--- config.mk ---
export PLATFORM = sky130hd
export DESIGN_NAME = mrx_exec
export DESIGN_NICKNAME = d
export VERILOG_FILES = /design/src/logic/mrx_pkg.sv /design/src/logic/mrx_exec.sv
export SDC_FILE = /design/constraint.sdc
export NUM_CORES = 1
export LEC_CHECK = 0
export BUFFER_PORTS_ARGS = -buffer_cell sky130_fd_sc_hd__buf_4
export CELL_PAD_IN_SITES_DETAIL_PLACEMENT = 1
export CELL_PAD_IN_SITES_GLOBAL_PLACEMENT = 1
export CORE_MARGIN = 2
export CORE_UTILIZATION = 37
export DETAILED_ROUTE_END_ITERATION = 10
export PLACE_DENSITY_LB_ADDON = 0.1
export SYNTH_ARGS = -nofsm -noshare
export SYNTH_HDL_FRONTEND = slang
export SYNTH_SLANG_ARGS = --single-unit
--- constraint.sdc ---
create_clock -name clk -period 2.4 [get_ports clk]
set_clock_uncertainty 0.1 [all_clocks]
set_input_delay 0.48 -clock clk [delete_from_list [all_inputs] [get_ports clk]]
set_output_delay 0.48 -clock clk [all_outputs]
set_load 0.005 [all_outputs]
--- src/logic/mrx_pkg.sv ---
// Package: constants, encodings and carrier types for the move/return executor
package mrx_pkg;

    // ============================================================
    // Widths
    localparam int MRX_IW = 14;             // Instruction word width
    localparam int MRX_DW = 8;              // Accumulator / file data width
    localparam int MRX_FW = 7;              // File address width
    localparam int MRX_PW = 13;             // Program counter width

    // ============================================================
    // Encodings
    localparam logic [6:0] MRX_STORE_TOP = 7'h01;       // Bits 13:7 of store op
    localparam logic [3:0] MRX_LOADLIT_TOP = 4'hC;      // Bits 13:10 of load literal
    localparam logic [3:0] MRX_RETLIT_TOP = 4'hD;       // Bits 13:10 of return literal
    localparam logic [13:0] MRX_IRQRET_WORD = 14'h0009; // Interrupt return
    localparam logic [13:0] MRX_SUBRET_WORD = 14'h0008; // Subroutine return
    localparam logic [13:0] MRX_NOP_MASK = 14'h3F9F;    // Cares of no-operation
    localparam logic [13:0] MRX_NOP_WORD = 14'h0000;    // Cared bits of no-operation

    // ============================================================
    // Reset values and cycle counts
    localparam logic [7:0] MRX_ACC_RST = 8'h00;     // Accumulator after reset
    localparam logic MRX_GIE_RST = 1'b0;            // Interrupts off after reset
    localparam int MRX_RET_CYCLES = 2;              // Cycles of every return op
    localparam int MRX_ONE_CYCLES = 1;              // Cycles of all other ops

    // ============================================================
    // State machine
    typedef enum logic [1:0] {
        MRX_EXEC = 2'b01,     // Ready for an instruction
        MRX_SECOND = 2'b10    // Second cycle of a return
    } mrx_state_t;

    // ============================================================
    // Carriers
    typedef struct packed {
        logic valid;                 // Word offered by fetch
        logic [13:0] word;           // Instruction word
    } mrx_instr_t;

    typedef struct packed {
        logic en;                    // One-cycle write strobe
        logic [6:0] addr;            // File register address
        logic [7:0] data;            // Data to write
    } mrx_file_wr_t;

    typedef struct packed {
        logic load;                  // One-cycle program counter load
        logic pop;                   // One-cycle return stack pop
        logic [12:0] value;          // Value to load
    } mrx_pc_ctl_t;

endpackage : mrx_pkg

--- src/logic/mrx_exec.sv ---
// Decode and execute of store, literal, no-operation and return instructions
// What this block does
// [RULE_01] Store op copies accumulator to file, one cycle
// [RULE_02] Interrupt return reloads counter, sets irq enable
// [RULE_03] Subroutine return pops stack into counter, two cycles
// [RULE_04] Return literal puts its byte into accumulator
// [RULE_05] Return literal also reloads counter, two cycles
// [RULE_06] Load literal writes accumulator; no-operation changes nothing
module mrx_exec (
    // Clock, reset, enable
    input wire logic clk,
    input wire logic rst_b,
    input wire logic ce,
    // Instruction from fetch
    input wire mrx_pkg::mrx_instr_t instr,
    output logic instr_ready,
    // Return stack head from the datapath
    input wire logic [mrx_pkg::MRX_PW-1:0] stack_head,
    // Results towards the datapath
    output mrx_pkg::mrx_file_wr_t file_wr,
    output mrx_pkg::mrx_pc_ctl_t pc_ctl,
    output logic [mrx_pkg::MRX_DW-1:0] acc,
    output logic global_irq_enable,
    output logic foreign_op
);
    import mrx_pkg::*;

    // ============================================================
    // Decode
    // Recognise each op of the subset from a word
    function automatic logic [5:0] mrx_decode(input logic [13:0] w);
        logic [5:0] d;
        d = 6'h00;
        d[0] = (w[13:7] == MRX_STORE_TOP);
        d[1] = (w[13:10] == MRX_LOADLIT_TOP);
        d[2] = (w[13:10] == MRX_RETLIT_TOP);
        d[3] = (w == MRX_IRQRET_WORD);
        d[4] = (w == MRX_SUBRET_WORD);
        d[5] = ((w & MRX_NOP_MASK) == MRX_NOP_WORD);
        return d;
    endfunction

    // ============================================================
    // Decoded signals
    // Flags are one-hot by construction: the subset's patterns are disjoint
    mrx_state_t state;                      // Current cycle type
    mrx_state_t next_state;                 // Next cycle type
    wire logic [5:0] dec = mrx_decode(instr.word);   // Decoded op flags
    wire logic take = ce && instr.valid && instr_ready; // Instruction accepted
    wire logic op_store = dec[0];           // Store accumulator op
    wire logic op_loadlit = dec[1];         // Load literal op
    wire logic op_retlit = dec[2];          // Return with literal op
    wire logic op_irqret = dec[3];          // Interrupt return op
    wire logic op_subret = dec[4];          // Subroutine return op
    wire logic op_nop = dec[5];             // No-operation
    wire logic op_return = op_retlit || op_irqret || op_subret; // Any two-cycle op
    wire logic op_known = |dec;             // Inside this subset
    wire logic [7:0] literal = instr.word[7:0];  // Immediate byte

    // Only one instruction in flight; second return cycle is a fetch bubble
    assign instr_ready = (state == MRX_EXEC);

    // Next state: returns take one extra cycle
    always_comb begin
        next_state = state;
        case (state)
            MRX_EXEC: begin
                // Enter the second cycle after any return
                if (take && op_return) begin
                    next_state = MRX_SECOND; // [RULE_02] [RULE_03] [RULE_05]
                end
            end
            MRX_SECOND: begin
                // Bubble done, back to fetch
                next_state = MRX_EXEC;
            end
            default: begin
                // Recover from an illegal code
                next_state = MRX_EXEC;
            end
        endcase
    end

    // ============================================================
    // State register
    // Frozen by the enable like all other state
    always_ff @(posedge clk or negedge rst_b) begin
        if (!rst_b) begin
            state <= MRX_EXEC;
        end else if (ce) begin
            state <= next_state;
        end
    end

    // ============================================================
    // Next values of the outputs
    wire mrx_file_wr_t next_file_wr = '{en: take && op_store,
                                        addr: instr.word[6:0],
                                        data: acc}; // [RULE_01]
    wire mrx_pc_ctl_t next_pc_ctl = '{load: take && op_return,
                                      pop: take && op_return,
                                      value: stack_head}; // [RULE_02] [RULE_03] [RULE_05]
    wire logic acc_load = take && (op_loadlit || op_retlit); // [RULE_04] [RULE_06]
    wire logic gie_set = take && op_irqret; // [RULE_02]

    // ============================================================
    // Strobes toward the datapath
    // Pulses last one enabled cycle; status flags are never touched here
    always_ff @(posedge clk or negedge rst_b) begin
        if (!rst_b) begin
            file_wr <= '0;
            pc_ctl <= '0;
            foreign_op <= 1'b0;
        end else if (ce) begin
            file_wr <= next_file_wr; // [RULE_01]
            pc_ctl <= next_pc_ctl; // [RULE_03] [RULE_05]
            foreign_op <= take && !op_known;
        end
    end

    // ============================================================
    // Accumulator and interrupt enable
    // No-operation falls through both branches, so nothing changes
    always_ff @(posedge clk or negedge rst_b) begin
        if (!rst_b) begin
            acc <= MRX_ACC_RST;
            global_irq_enable <= MRX_GIE_RST;
        end else if (ce) begin
            // Literal ops load the immediate byte
            if (acc_load) begin
                acc <= literal; // [RULE_04] [RULE_06]
            end
            // Only the interrupt return sets the enable; only reset clears it
            if (gie_set) begin
                global_irq_enable <= 1'b1; // [RULE_02]
            end
        end
    end

    // ============================================================
    // Checks
    a_store_copies_acc: assert property (@(posedge clk) disable iff (!rst_b) // [RULE_01]
        (take && op_store) |=> (file_wr.en && file_wr.data == $past(acc)
            && file_wr.addr == $past(instr.word[6:0]) && instr_ready))
        else $error("store did not write accumulator in one cycle");

    a_irqret_sets_gie: assert property (@(posedge clk) disable iff (!rst_b) // [RULE_02]
        (take && op_irqret) |=> (global_irq_enable && pc_ctl.load
            && pc_ctl.value == $past(stack_head) && !instr_ready))
        else $error("interrupt return missed enable or counter load");

    a_subret_two_cycles: assert property (@(posedge clk) disable iff (!rst_b) // [RULE_03]
        (take && op_subret) |=> (pc_ctl.pop && pc_ctl.load && state == MRX_SECOND
            && $stable(acc) && $stable(global_irq_enable)))
        else $error("subroutine return not a two-cycle pop");

    a_retlit_loads_acc: assert property (@(posedge clk) disable iff (!rst_b) // [RULE_04]
        (take && op_retlit) |=> (acc == $past(instr.word[7:0])))
        else $error("return literal did not load accumulator");

    a_retlit_pc_load: assert property (@(posedge clk) disable iff (!rst_b) // [RULE_05]
        (take && op_retlit) ##1 ce |-> (pc_ctl.load && !instr_ready) ##1 instr_ready)
        else $error("return literal not two cycles with counter load");

    a_loadlit_one_cycle: assert property (@(posedge clk) disable iff (!rst_b) // [RULE_06]
        (take && op_loadlit) |=> (acc == $past(instr.word[7:0]) && instr_ready
            && !pc_ctl.load && !file_wr.en))
        else $error("load literal not a one-cycle accumulator write");

    a_nop_no_change: assert property (@(posedge clk) disable iff (!rst_b) // [RULE_06]
        (take && op_nop) |=> ($stable(acc) && $stable(global_irq_enable)
            && !file_wr.en && !pc_ctl.load && !pc_ctl.pop))
        else $error("no-operation changed state");

    a_second_returns: assert property (@(posedge clk) disable iff (!rst_b) // [RULE_03]
        (state == MRX_SECOND && ce) |=> (state == MRX_EXEC && !pc_ctl.load))
        else $error("second return cycle did not end");

    // ============================================================
    // Checks on side effects
    // Each op must leave alone everything it does not own
    a_store_no_side: assert property (@(posedge clk) disable iff (!rst_b) // [RULE_01]
        (take && op_store) |=> ($stable(acc) && $stable(global_irq_enable)
            && !pc_ctl.load && !pc_ctl.pop && !foreign_op))
        else $error("store touched more than the file write");

    // Interrupt return pops as well and keeps the accumulator
    a_irqret_pops_head: assert property (@(posedge clk) disable iff (!rst_b) // [RULE_02]
        (take && op_irqret) |=> (pc_ctl.pop && $stable(acc) && !file_wr.en))
        else $error("interrupt return did not pop or touched accumulator");

    // Subroutine return loads the head sampled at the take
    a_subret_head_value: assert property (@(posedge clk) disable iff (!rst_b) // [RULE_03]
        (take && op_subret) |=> (pc_ctl.value == $past(stack_head) && !instr_ready
            && !file_wr.en))
        else $error("subroutine return loaded a wrong counter value");

    // Return literal reloads the counter without touching the enable
    a_retlit_keeps_gie: assert property (@(posedge clk) disable iff (!rst_b) // [RULE_05]
        (take && op_retlit) |=> (pc_ctl.pop && pc_ctl.value == $past(stack_head)
            && $stable(global_irq_enable) && !file_wr.en))
        else $error("return literal counter load or enable wrong");

    // Load literal is a plain accumulator write
    a_loadlit_keeps_gie: assert property (@(posedge clk) disable iff (!rst_b) // [RULE_06]
        (take && op_loadlit) |=> ($stable(global_irq_enable) && !pc_ctl.pop
            && !foreign_op))
        else $error("load literal touched more than the accumulator");

    // Only the two literal ops may write the accumulator
    a_acc_only_literals: assert property (@(posedge clk) disable iff (!rst_b) // [RULE_06]
        (take && !op_loadlit && !op_retlit) |=> $stable(acc))
        else $error("accumulator changed without a literal op");

    // ============================================================
    // Checks on the clock enable
    // Return bubbles count enabled cycles only, so a low enable must freeze all
    a_frozen_when_off: assert property (@(posedge clk) disable iff (!rst_b) // [RULE_03] [RULE_05]
        (!ce) |=> ($stable(state) && $stable(acc) && $stable(global_irq_enable)
            && $stable(file_wr) && $stable(pc_ctl) && $stable(foreign_op)))
        else $error("state moved while the clock enable was low");

endmodule : mrx_exec

* Yosys cells after proc, flatten, opt, wreduce, memory -nomap -nowiden
Cells that the tools add are included.
** Operators by class
- Mux-type cells :: 2
- Reductions and logical operators :: 16
- Equal/unequal tests :: 7
** Operator list (number)
- $eq 14x4->1 const B :: 2
- $logic_not 14->1 :: 1
- $eq 4x4->1 const B :: 2
- $eq 7x1->1 const B :: 1
- $logic_and 1x1->1 :: 7
- $reduce_and 2->1 :: 3
- $reduce_or 6->1 :: 1
- $mux 2 :: 2
- $logic_or 1x1->1 :: 3
- $eq 2x1->1 const B :: 1
- $ne 2x1->1 const B :: 1
- $logic_not 1->1 :: 1
** Word-level totals
- Bits of input ports :: 31
- Register bits after elaboration :: 42

* Logic depth before layout (Yosys ltp)
Gate-level depths: netlist of the first run.
- Word-level depth :: 6
- Depth in mapped cells :: 5

* Least setup slack after synthesis of the first run
Ideal clock, no wire load.
- Path type :: input-to-reg
- Start :: in instr[8] (netlist name)
- End :: reg state[0]
- Required time :: 2.219 ns
- Stages :: 3
- Library setup time :: 0.081 ns
- Path slack :: 0.479 ns
- Buffers on the path :: 0
- Arrival :: 1.740 ns
- Path through :: or4_4 -> or4_4 -> o221a_1
** Between the ends
- Word-level cells in the longest chain between the ends :: 6
- Elaborated cells between the ends (all ways) :: 7
- Those cells by class :: eq/ne: 3; reduce/logical: 4
** RTL lines
- start, declared :: line mrx_exec.sv:15 : input wire mrx_pkg::mrx_instr_t instr,
- $eq 14x4->1 :: line mrx_exec.sv:37 : d[3] = (w == MRX_IRQRET_WORD);
- $logic_or 1x1->1 :: line mrx_exec.sv:56 : wire logic op_return = op_retlit || op_irqret || op_subret;
- $logic_or 1x1->1 * :: line mrx_exec.sv:56
- $logic_and 1x1->1 * :: line mrx_exec.sv:69 : if (take && op_return) begin
- $ne 2x1->1 (no source line) *
- $reduce_and 2->1 (no source line) *
- end signal, assigned :: line mrx_exec.sv:91 : state <= next_state;
- end, declared :: line mrx_exec.sv:46 : mrx_state_t state;
Mark *: on every way between the ends. The rest lies on a longest branch, timed or not.
A chain may end at the register's enable or synchronous reset.

* Final worst setup path of the first run
Ends and elaborated chain as after synthesis.

==> implementation parameters, run 1 <==
Parameter                              Value

Floorplan
  Die outline area    5260 um^2
  Cell row count    24
  Initial standard-cell utilization of the core    0.391
  Total core area    approximately 4400 um^2
  Die Span Y    72.6 um
  Die Wd    72.6 um
  Count of pins on the block boundary    73

GRT
  Total global routing track utilization    0.165
  First-pass GRT wire length    6490 um
  Largest net degree at the start of global routing    43
  Number of antenna violations at the first check in global routing    0
  Vias in the first global route    1329
  Total congestion overflow    0

Yosys
  Most frequent cells after synthesis    sky130_fd_sc_hd__dfrtp_1 (41), sky130_fd_sc_hd__mux2_2 (36), sky130_fd_sc_hd__buf_4 (9)
  Sequential-to-total area share from yosys stat    0.605
  Distinct cells, synth    24
  Number of instances in the synthesized netlist    about 120
  Register bit total from synthesis    42
  Netlist Area Pre-Place    1740 um^2
  Post-synthesis net count    150
  Most instantiated flip-flop cell in the synthesis netlist    sky130_fd_sc_hd__dfrtp_1
  Synth top area share    0.590
  Cell type with the largest total area after synthesis    sky130_fd_sc_hd__dfrtp_1
  Proportion of register bits with asynchronous set or reset after synthesis    1.00
  EDFF count, synth    0
  Cell with the most instances after synthesis    sky130_fd_sc_hd__dfrtp_1
  YS warnings    0
  Top post-synthesis cells by area    sky130_fd_sc_hd__dfrtp_1 (59%), sky130_fd_sc_hd__mux2_2 (23%), sky130_fd_sc_hd__buf_4 (3.9%), sky130_fd_sc_hd__or4_4 (1.9%), sky130_fd_sc_hd__dfstp_2 (1.5%)
  Average instance area after synthesis    roughly 15 um^2

Critical path
  Arr. time, crit path    1890 ps
  Worst setup slack for register-to-register paths    690 ps
  Category of the worst setup path launch point    input pin
  Worst path required time    2520 ps
  Crit-path max FO    3
  Start of the worst register-to-register path    state[0]$_DFFE_PN1P_
  CP endpoint kind    flip-flop
  Critical setup path kind    input pin to flip-flop
  Depth of the worst register-to-register path    4
  Reg-to-reg endpoint    acc[3]$_DFFE_PN0P_

Clocking
  Worst-path clk slew    70 ps
  Number of post-CTS setup repair buffers    0
  Clock Tree Buf Depth    2
  TritonCTS clock tree    built
  CTS root buffer    sky130_fd_sc_hd__clkbuf_8
  H-tree depth reported by CTS    2
  Clock insertion delay at the later pin of the skew report    between 200 and 300 ps
  Inserted Clock Buffers    5
  Number of buffers inserted for hold repair after clock tree synthesis    0
  Post_cts resized    0
  Clk sink count    42

Finish
  Non-filler cells in the finished layout    240
  Area growth, synth to finish    37.2%
  Layout Nets    about 220
  Footprint of the multi-input gates    ~590 um^2
  Antenna diodes    0
  Final non-filler cell area    2390 um^2
  Count of fill cells added during filler insertion    468
  Fraction of layout cells with a size suffix above 1    0.660
  Sequential Area    1050 um^2

Routing
  Post-DRT Antenna Nets    0
  Count of unresolved DRC violations after routing    0
  Wirelength, routed    ~3900 um
  Metal2 WL    1970 um
  Post-DR wirelength/cell    16.3 um
  Violation count after the first detailed-route iteration    37
  Detailed-route wire length on metal 1    between 1500 and 2000 um
  Pre-Repair DR Iteration Count    3
  Met3 routed wirelength    301 um
  Via count    1195
  Post-detailed-route via-to-cell ratio    4.98
  Highest metal layer with signal wires    met4

Placement
  Area post-placement    2280 um^2
  Cells after DPL    232
  Port Buffers    72
  Final HPWL DP    around 3000 um
  Final estimated routing congestion in global placement    0.808

STA
  RSZ-0062 raised after global routing    no
  Setup Viol. Count Final    0
  Share of the clock period used by the worst path    0.739
  Setup TNS    0 ps
  Crit path time final    roughly 1800 ps
  Measured slew at the worst slew-check pin    512 ps
  Number of max-slew violations in the final report    0
  Max-Slew Margin vs Limit    0.659
  Final Hold Violating Endpoints    0
  Highest clock rate    0.564 GHz

Outcome
  Status    complete, no violations

Pwr
  Power per unit of standard cell area    762 nW/um^2
  Static power due to leakage    0.00114 uW
  Worst voltage drop across the vdd grid    0.000408 V

Job
  Max_cap viols    0

Hold path
  Worst min-delay path category    input pin to asynchronous set/reset pin
[layout make-up]
type / instances / area share
clock buffer: 6 / 0.0304
clock inverter: 2 / 0.0157
inverter: 4 / 0.00629
multi-input combinational: 60 / 0.246
sequential: 42 / 0.441
tap: 52 / 0.0273
timing repair buffer: 74 / 0.233
[sequential cells by signal, indices dropped and copies added (netlist names)]
name               count
file_wr               16
pc_ctl                14
acc                    8
state                  2
foreign_op             1
global_irq_enable      1
[worst max-delay path by stage]
| stage | start | end | slack, ps | cells after the start |
|---|---|---|---|---|
| 2_1_floorplan | instr[8] | state[0]$_DFFE_PN1P_ | 480 | 3 |
| 3_3_place_gp | instr[8] | state[0]$_DFFE_PN1P_ | 350 | 4 |
| 3_5_place_dp | instr[8] | state[0]$_DFFE_PN1P_ | 320 | 4 |
| 4_1_cts | instr[8] | state[0]$_DFFE_PN1P_ | 630 | 4 |
| 5_1_grt | state[0]$_DFFE_PN1P_ | acc[3]$_DFFE_PN0P_ | 580 | 4 |
| 6_report | instr[8] | state[0]$_DFFE_PN1P_ | 630 | 4 |
[critical path: stages]
cell and delay (ps):
sky130_fd_sc_hd__buf_4 110, sky130_fd_sc_hd__or4_4 540, sky130_fd_sc_hd__or4_4 540, sky130_fd_sc_hd__o221a_1 230
[per-layer routing]
metal  vias to the layer above  GRT usage
met4                         0     0.0556
met5                         -          0
met1                       585      0.191
li1                        557          -
met2                        48      0.276
met3                         5     0.0667
[report_power, final]
group | total (uW) | switching (uW) | internal [uW]
clock network | 549 | 239 | 310
registers | 887 | 68.0 | 819
logic | 382 | 129 | 254
total | 1820 | 435 | 1380
[through the flow]
step | power [uW] | util | worst slack [ps] | hold WS, ps
after global placement | 1270 | 0.512 | 347 | 359
final | 1820 | 0.537 | 627 | 55.3
after detailed placement | 1300 | 0.512 | 322 | 360
after floorplan | 1070 | - | 479 | 84.4
after CTS | 1840 | 0.537 | 634 | 75.9
after global routing | 1930 | 0.537 | 582 | 86.7
[kinds of logic (layout without fill, tap and decap cells)]
group | after synthesis | after routing | share of synthesized area
DFF | 42 | 42 | 0.605
muxes | 36 | 36 | 0.233
and+or+nand+nor | 16 | 16 | 0.0648
AOI/OAI and AO/OA | 8 | 8 | 0.0403
buffers and inverters | 17 | 86 | 0.0568
[cell usage in the layout (no fill, tap or decap), drive strengths merged]
cell type and count:
nand2 2, nor2b 1, nand4b 1, o211ai 1, bufinv 1, inv 4
or3b 1, a41o 1, o221a 1, clkbuf 6, dfrtp 41, nor2 3
a21oi 1, o311ai 1, mux2 36, and4b 1, o221ai 2, or2 2
or3 1, buf 74, or4 3, dfstp 1, clkinvlp 1, nand3b 1
a32o 1
(Power assumes the default switching activity.)
==> inputs of run 2 (changes only) <==
==> constraint.sdc (replaced) <==
create_clock -name clk -period 1.68 [get_ports clk]
set_clock_uncertainty 0.1 [all_clocks]
set_input_delay 0.336 -clock clk [delete_from_list [all_inputs] [get_ports clk]]
set_output_delay 0.336 -clock clk [all_outputs]
set_load 0.005 [all_outputs]
==> run 2 against run 1 <==
- combinational power increased by 47%
- core utilization increased by 2.2 points
- power increased by 42%
- count of clock-buffer cells in the layout increased by 1
- first-iteration DRC count decreased by 41%
- global-route usage decreased by 0.85 points
- critical path type unchanged
- largest cell class unchanged
- largest power group unchanged
==> implementation parameters, run 2 (synthesis gave the netlist of run 1 again) <==
Parameter                              Value

Job
  Max_cap viols    0 (unchanged)

Finish
  Highest-count cells in the layout ignoring fill and taps    sky130_fd_sc_hd__buf_4 (83), sky130_fd_sc_hd__dfrtp_1 (41), sky130_fd_sc_hd__mux2_2 (36), sky130_fd_sc_hd__clkbuf_8 (5), sky130_fd_sc_hd__inv_1 (4)
  Biggest regs    file_wr (16), pc_ctl (14), acc (8)
  Sequential Area    1050 um^2 (unchanged)
  Top register by number of flip-flops    file_wr
  Flip-flop count of the largest register after layout    16 (unchanged)
  Fraction of layout cells with a size suffix above 1    0.673 (+0.0138)
  Footprint of the multi-input gates    591 um^2 (+0.43%)
  Count of fill cells added during filler insertion    465 (-0.64%)
  Area growth, synth to finish    42.7%
  Antenna diodes    0 (unchanged)
  Layout Nets    229 (+5.0%)
  Commonest non-fill, non-tap cell in the layout    sky130_fd_sc_hd__buf_4

Pwr
  Combinational group share of total power    0.217 (+0.007)
  Power per unit of standard cell area    1040 nW/um^2 (+37%)
  Net switching power figure    597 uW (+37%)
  Cell Int Power    1990 uW (+44%)
  Fraction of power consumed by sequential logic    0.488 (about the same)
  Clock group share of total power    0.295 (-0.007)
  Sw frac    0.231 (-0.00891)
  Worst voltage drop across the vdd grid    0.000468 V (+15%)
  Static power due to leakage    0.00119 uW (+4.7%)
  Total power of the final layout    2590 uW (+42%)

Clocking
  Clock insertion delay at the later pin of the skew report    290 ps (about the same)
  CTS root buffer    sky130_fd_sc_hd__clkbuf_8
  TritonCTS clock tree    built
  H-tree depth reported by CTS    2 (unchanged)
  Post_cts resized    0 (unchanged)
  Clk sink count    42 (unchanged)
  Clock Tree Buf Depth    2 (unchanged)
  Worst-path clk slew    70 ps (about the same)
  Inserted Clock Buffers    5 (unchanged)

STA
  Final Hold Violating Endpoints    0 (unchanged)
  Number of max-slew violations in the final report    0 (unchanged)
  Measured slew at the worst slew-check pin    517 ps (+4.79 ps)
  Setup TNS    0 ps (unchanged)
  Crit path time final    approximately 1600 ps
  Max-Slew Margin vs Limit    0.656 (-0.00319)
  Share of the clock period used by the worst path    0.972
  RSZ-0062 raised after global routing    no
  Setup Viol. Count Final    0 (unchanged)
  Highest clock rate    0.613 GHz

Routing
  Count of unresolved DRC violations after routing    0 (unchanged)
  Post-detailed-route via-to-cell ratio    4.94 (-0.78%)
  Post-DR wirelength/cell    15.4 um (-5.5%)
  Violation count after the first detailed-route iteration    22 (-41%)
  Post-DRT Antenna Nets    0 (unchanged)
  Wirelength, routed    3860 um (-1.2%)
  Via count    1240 (+3.8%)
  Pre-Repair DR Iteration Count    3 (unchanged)

Floorplan
  Die Wd    72.6 um (unchanged)
  Count of pins on the block boundary    73 (unchanged)
  Initial standard-cell utilization of the core    0.391 (unchanged)
  Die outline area    5260 um^2 (unchanged)
  Cell row count    24 (unchanged)
  Die Span Y    72.6 um (unchanged)
  Total core area    4440 um^2 (unchanged)

Placement
  Port Buffers    72 (unchanged)
  Final HPWL DP    2930 um (-2.3%)
  Final estimated routing congestion in global placement    0.748 (-7.4%)

Critical path
  Worst path required time    1800 ps (-720 ps)
  Arr. time, crit path    1750 ps (-140 ps)
  Worst setup slack for register-to-register paths    60 ps (-630 ps)
  Crit-path max FO    3 (unchanged)
  Category of the worst setup path launch point    input pin
  Critical setup path kind    input pin to flip-flop
  CP endpoint kind    flip-flop

GRT
  Total congestion overflow    0 (unchanged)
  Number of antenna violations at the first check in global routing    0 (unchanged)
  Largest net degree at the start of global routing    43 (unchanged)
  First-pass GRT wire length    6250 um (-3.7%)
  Vias in the first global route    1303 (-2.0%)
  Total global routing track utilization    0.156 (-0.00850)

Hold path
  Worst min-delay path category    input pin to flip-flop

Outcome
  Status    complete, no violations
==> run 2: cell types whose count changed in the layout (fill, tap and decap cells not counted) <==
cell / change
sky130_fd_sc_hd__buf_12: +1
sky130_fd_sc_hd__clkbuf_1: +1
sky130_fd_sc_hd__nor2_1: -1
sky130_fd_sc_hd__nor2_2: +1
sky130_fd_sc_hd__dlygate4sd3_1: +1
sky130_fd_sc_hd__buf_4: +9
sky130_fd_sc_hd__clkinvlp_4: -1
==> run 2: worst max-delay path, stage by stage <==
cell                      delay [ps]
sky130_fd_sc_hd__buf_4           110
sky130_fd_sc_hd__or4_4           540
sky130_fd_sc_hd__or4_4           540
sky130_fd_sc_hd__o221a_1         230
==> run 2: timing repair <==
action | CTS | global route
endpoints found under the setup margin | 8 | 0
hold buffers | 1 | 0
hold endpoints to repair | 41 | 0
buffers inserted | 2 | 0
==> run 2: worst paths after layout <==
check	from	end	cells after the start
setup / recovery	instr[8]	state[0]$_DFFE_PN1P_	4
hold / removal	stack_head[5]	pc_ctl[5]$_DFFE_PN0P_	2
setup reg to reg	state[0]$_DFFE_PN1P_	state[0]$_DFFE_PN1P_	4
hold reg to reg	global_irq_enable$_DFFE_PN0P_	global_irq_enable$_DFFE_PN0P_	1
max in group asynchronous	rst_b	state[0]$_DFFE_PN1P_	2
min in group asynchronous	rst_b	pc_ctl[12]$_DFFE_PN0P_	2
==> run 2: metrics by stage <==
stage	utilization	instances	hold slack [ps]	setup WS [ps]	cell area, um^2
final	0.559	251	177	47.6	2480
after global routing	0.559	251	165	4.24	2480
after CTS	0.559	251	168	48.1	2480
after detailed placement	0.529	240	253	-260	2350
after global placement	0.529	240	244	-218	2350
after floorplan	-	119	-59.6	-96.6	1740
==> run 2: routing by layer <==
| layer | up-vias | track usage | routed length (um) |
|---|---|---|---|
| li1 | 576 | - | - |
| met2 | 47 | 0.266 | 1990 |
| met4 | 0 | 0.0741 | 26 |
| met3 | 2 | 0.0417 | 279 |
| met5 | - | 0 | 0 |
| met1 | 615 | 0.182 | 1560 |
==> run 2: layout make-up <==
| class | count | share of cell area |
|---|---|---|
| clock buffer | 7 | 0.0307 |
| clock inverter | 1 | 0.0121 |
| inverter | 4 | 0.00605 |
| multi-input combinational | 60 | 0.238 |
| sequential | 42 | 0.424 |
| tap | 52 | 0.0262 |
| timing repair buffer | 85 | 0.263 |
==> run 2: power by group through the flow <==
stage,clock network (uW),registers (uW),logic [uW]
final,765,1260,562
after global routing,837,1290,610
after CTS,794,1270,577
after detailed placement,0,1290,570
after global placement,0,1270,551
after floorplan,0,1280,254
==> inputs of run 3 (changes only) <==
--- a/config.mk
+++ b/config.mk
@@ -12,6 +12,7 @@
 export CORE_UTILIZATION = 37
 export DETAILED_ROUTE_END_ITERATION = 10
 export PLACE_DENSITY_LB_ADDON = 0.1
+export SETUP_SLACK_MARGIN = 0.5
 export SYNTH_ARGS = -nofsm -noshare
 export SYNTH_HDL_FRONTEND = slang
 export SYNTH_SLANG_ARGS = --single-unit
==> constraint.sdc (replaced) <==
create_clock -name clk -period 1.68 [get_ports clk]
set_clock_uncertainty 0.1 [all_clocks]
set_input_delay 0.42 -clock clk [delete_from_list [all_inputs] [get_ports clk]]
set_output_delay 0.42 -clock clk [all_outputs]
set_load 0.005 [all_outputs]
==> run 3 against run 2 <==
- the flow now finishes with violations (hold timing, setup timing)
- sequential share of layout area down 9.7 points
- fmax fell by 3.9%
- wire length rose by 86%
- sequential cell count unchanged
- first-iteration DRC count grew to 3.5 times the previous value
- sequential power increased by 4%
- largest cell class is now non-clock buffers
==> implementation parameters, run 3 (synthesis gave the netlist of run 1 again) <==
Parameter                              Value

Outcome
  Status    finished, violations left
  Failing checks    hold timing, setup timing

Floorplan
  Die Span Y    72.6 um (unchanged)
  Die outline area    5260 um^2 (unchanged)
  Initial standard-cell utilization of the core    0.391 (unchanged)
  Count of pins on the block boundary    73 (unchanged)
  Die Wd    72.6 um (unchanged)
  Cell row count    24 (unchanged)
  Total core area    4440 um^2 (unchanged)

GRT
  Number of antenna violations at the first check in global routing    0 (unchanged)
  First-pass GRT wire length    9730 um (+56%)
  Total congestion overflow    0 (unchanged)
  Total global routing track utilization    0.252 (+0.0963)
  Vias in the first global route    1680 (+29%)
  Largest net degree at the start of global routing    43 (unchanged)

Clocking
  Clock Tree Buf Depth    2 (unchanged)
  Clk sink count    42 (unchanged)
  Number of buffers inserted for hold repair after clock tree synthesis    0 (-1)
  Clock insertion delay at the later pin of the skew report    300 ps (about the same)
  Inserted Clock Buffers    5 (unchanged)
  CTS root buffer    sky130_fd_sc_hd__clkbuf_8
  TritonCTS clock tree    built
  Worst-path clk slew    90 ps (+20 ps)
  H-tree depth reported by CTS    2 (unchanged)

Finish
  Flip-flop count of the largest register after layout    16 (unchanged)
  Area growth, synth to finish    85.0%
  Fraction of layout cells with a size suffix above 1    0.781 (+0.108)
  Antenna diodes    0 (unchanged)
  Biggest regs    file_wr (16), pc_ctl (14), acc (8)
  Finished Core Util    0.724 (+0.165)
  Layout Nets    281 (+23%)
  Count of fill cells added during filler insertion    407 (-12%)
  Top register by number of flip-flops    file_wr
  Highest-count cells in the layout ignoring fill and taps    sky130_fd_sc_hd__buf_4 (86), sky130_fd_sc_hd__buf_6 (50), sky130_fd_sc_hd__dfrtp_1 (41), sky130_fd_sc_hd__mux2_4 (34), sky130_fd_sc_hd__clkbuf_8 (6)
  Commonest non-fill, non-tap cell in the layout    sky130_fd_sc_hd__buf_4

STA
  Max-Slew Margin vs Limit    0.634 (-0.0213)
  Highest clock rate    0.589 GHz (-3.9%)
  Min setup slack post-route    -18.9 ps (-66.5 ps)
  Measured slew at the worst slew-check pin    548 ps (+31.9 ps)
  Hold Worst Slack    -4.72 ps (-182 ps)
  Final Hold Violating Endpoints    5 (+5)
  Setup Viol. Count Final    2 (+2)
  RSZ-0062 raised after global routing    yes
  Share of the clock period used by the worst path    1.01 (+0.0396)
  Setup TNS    -21.7 ps (-21.7 ps)
  Crit path time final    1700 ps (+66.5 ps)
  Number of max-slew violations in the final report    0 (unchanged)

Critical path
  Worst path required time    1800 ps (about the same)
  Arr. time, crit path    1820 ps (+70 ps)
  CP endpoint kind    flip-flop
  Category of the worst setup path launch point    input pin
  Startpoint of the most critical setup path    instr[8]
  Start of the worst register-to-register path    state[0]$_DFFE_PN1P_
  Worst setup slack for register-to-register paths    70 ps (about the same)
  Reg-to-reg endpoint    acc[3]$_DFFE_PN0P_
  Depth of the worst register-to-register path    5 (+1)
  Crit-path max FO    3 (unchanged)
  Critical setup path kind    input pin to flip-flop

Routing
  Pre-Repair DR Iteration Count    4 (+1)
  Violation count after the first detailed-route iteration    76 (+250%)
  Count of unresolved DRC violations after routing    0 (unchanged)
  Via count    1532 (+24%)
  Post-DR wirelength/cell    23.7 um (+54%)
  Wirelength, routed    7170 um (+86%)
  Post-DRT Antenna Nets    0 (unchanged)
  Post-detailed-route via-to-cell ratio    5.06 (+2.3%)

Pwr
  Power per unit of standard cell area    989 nW/um^2 (-5.2%)
  Static power due to leakage    0.00164 uW (+38%)
  Total power of the final layout    3180 uW (+23%)
  Worst voltage drop across the vdd grid    0.000537 V (+15%)

Placement
  Final HPWL DP    3240 um (+11%)
  Final estimated routing congestion in global placement    0.753 (+0.60%)
  Worst slack after detailed placement    -317 ps (-57.2 ps)
  Port Buffers    72 (unchanged)

Job
  Max_cap viols    0 (unchanged)

Hold path
  Worst min-delay path category    input pin to asynchronous set/reset pin
==> run 3: cell type report <==
type	instances	area, um^2	area share
clock buffers	7	86.3	0.0268
clock inverters	1	5.00	0.00156
inverters	4	15.0	0.00467
multi-input cells	60	764	0.238
flip-flops and latches	42	1050	0.327
well taps	52	65.1	0.0202
repair buffers	137	1230	0.382
==> run 3: what timing repair did <==
item,CTS,global route
gates resized for setup,51,8
setup endpoints to repair,56,58
pin swaps,3,5
setup buffers,30,18
==> run 3: layer usage <==
| metal | track usage | vias to the layer above | wire length [um] |
|---|---|---|---|
| met5 | 0 | - | 0 |
| met4 | 0.0700 | 0 | 65 |
| met3 | 0.0403 | 6 | 256 |
| met2 | 0.458 | 54 | 3870 |
| met1 | 0.308 | 796 | 2970 |
| li1 | - | 676 | - |
==> run 3: worst max path at each step <==
| stage | to | depth (start not counted) |
|---|---|---|
| floorplan | state[0]$_DFFE_PN1P_ | 3 |
| global placement | state[0]$_DFFE_PN1P_ | 4 |
| detailed placement | state[0]$_DFFE_PN1P_ | 4 |
| CTS | state[0]$_DFFE_PN1P_ | 4 |
| global route | state[0]$_DFFE_PN1P_ | 4 |
| finish | state[0]$_DFFE_PN1P_ | 4 |
==> run 3: per-stage QoR <==
stage          area [um^2]  std cells  hold slack [ps]
2_1_floorplan         1960        119             24.4
3_3_place_gp          2540        247              321
3_5_place_dp          2540        247              339
4_1_cts               3050        285             18.3
5_1_grt               3220        303             36.5
6_report              3220        303            -4.72
==> run 3: worst max-delay path: stages <==
cell	delay, ps
sky130_fd_sc_hd__buf_6	90
sky130_fd_sc_hd__or4_4	520
sky130_fd_sc_hd__or4_4	550
sky130_fd_sc_hd__o221a_1	230
==> run 3: power by group <==
| part | total (uW) | internal [uW] | switching, uW |
|---|---|---|---|
| clock | 699 | 332 | 366 |
| sequential | 1310 | 1170 | 143 |
| combinational | 1170 | 811 | 360 |
| total | 3180 | 2310 | 869 |
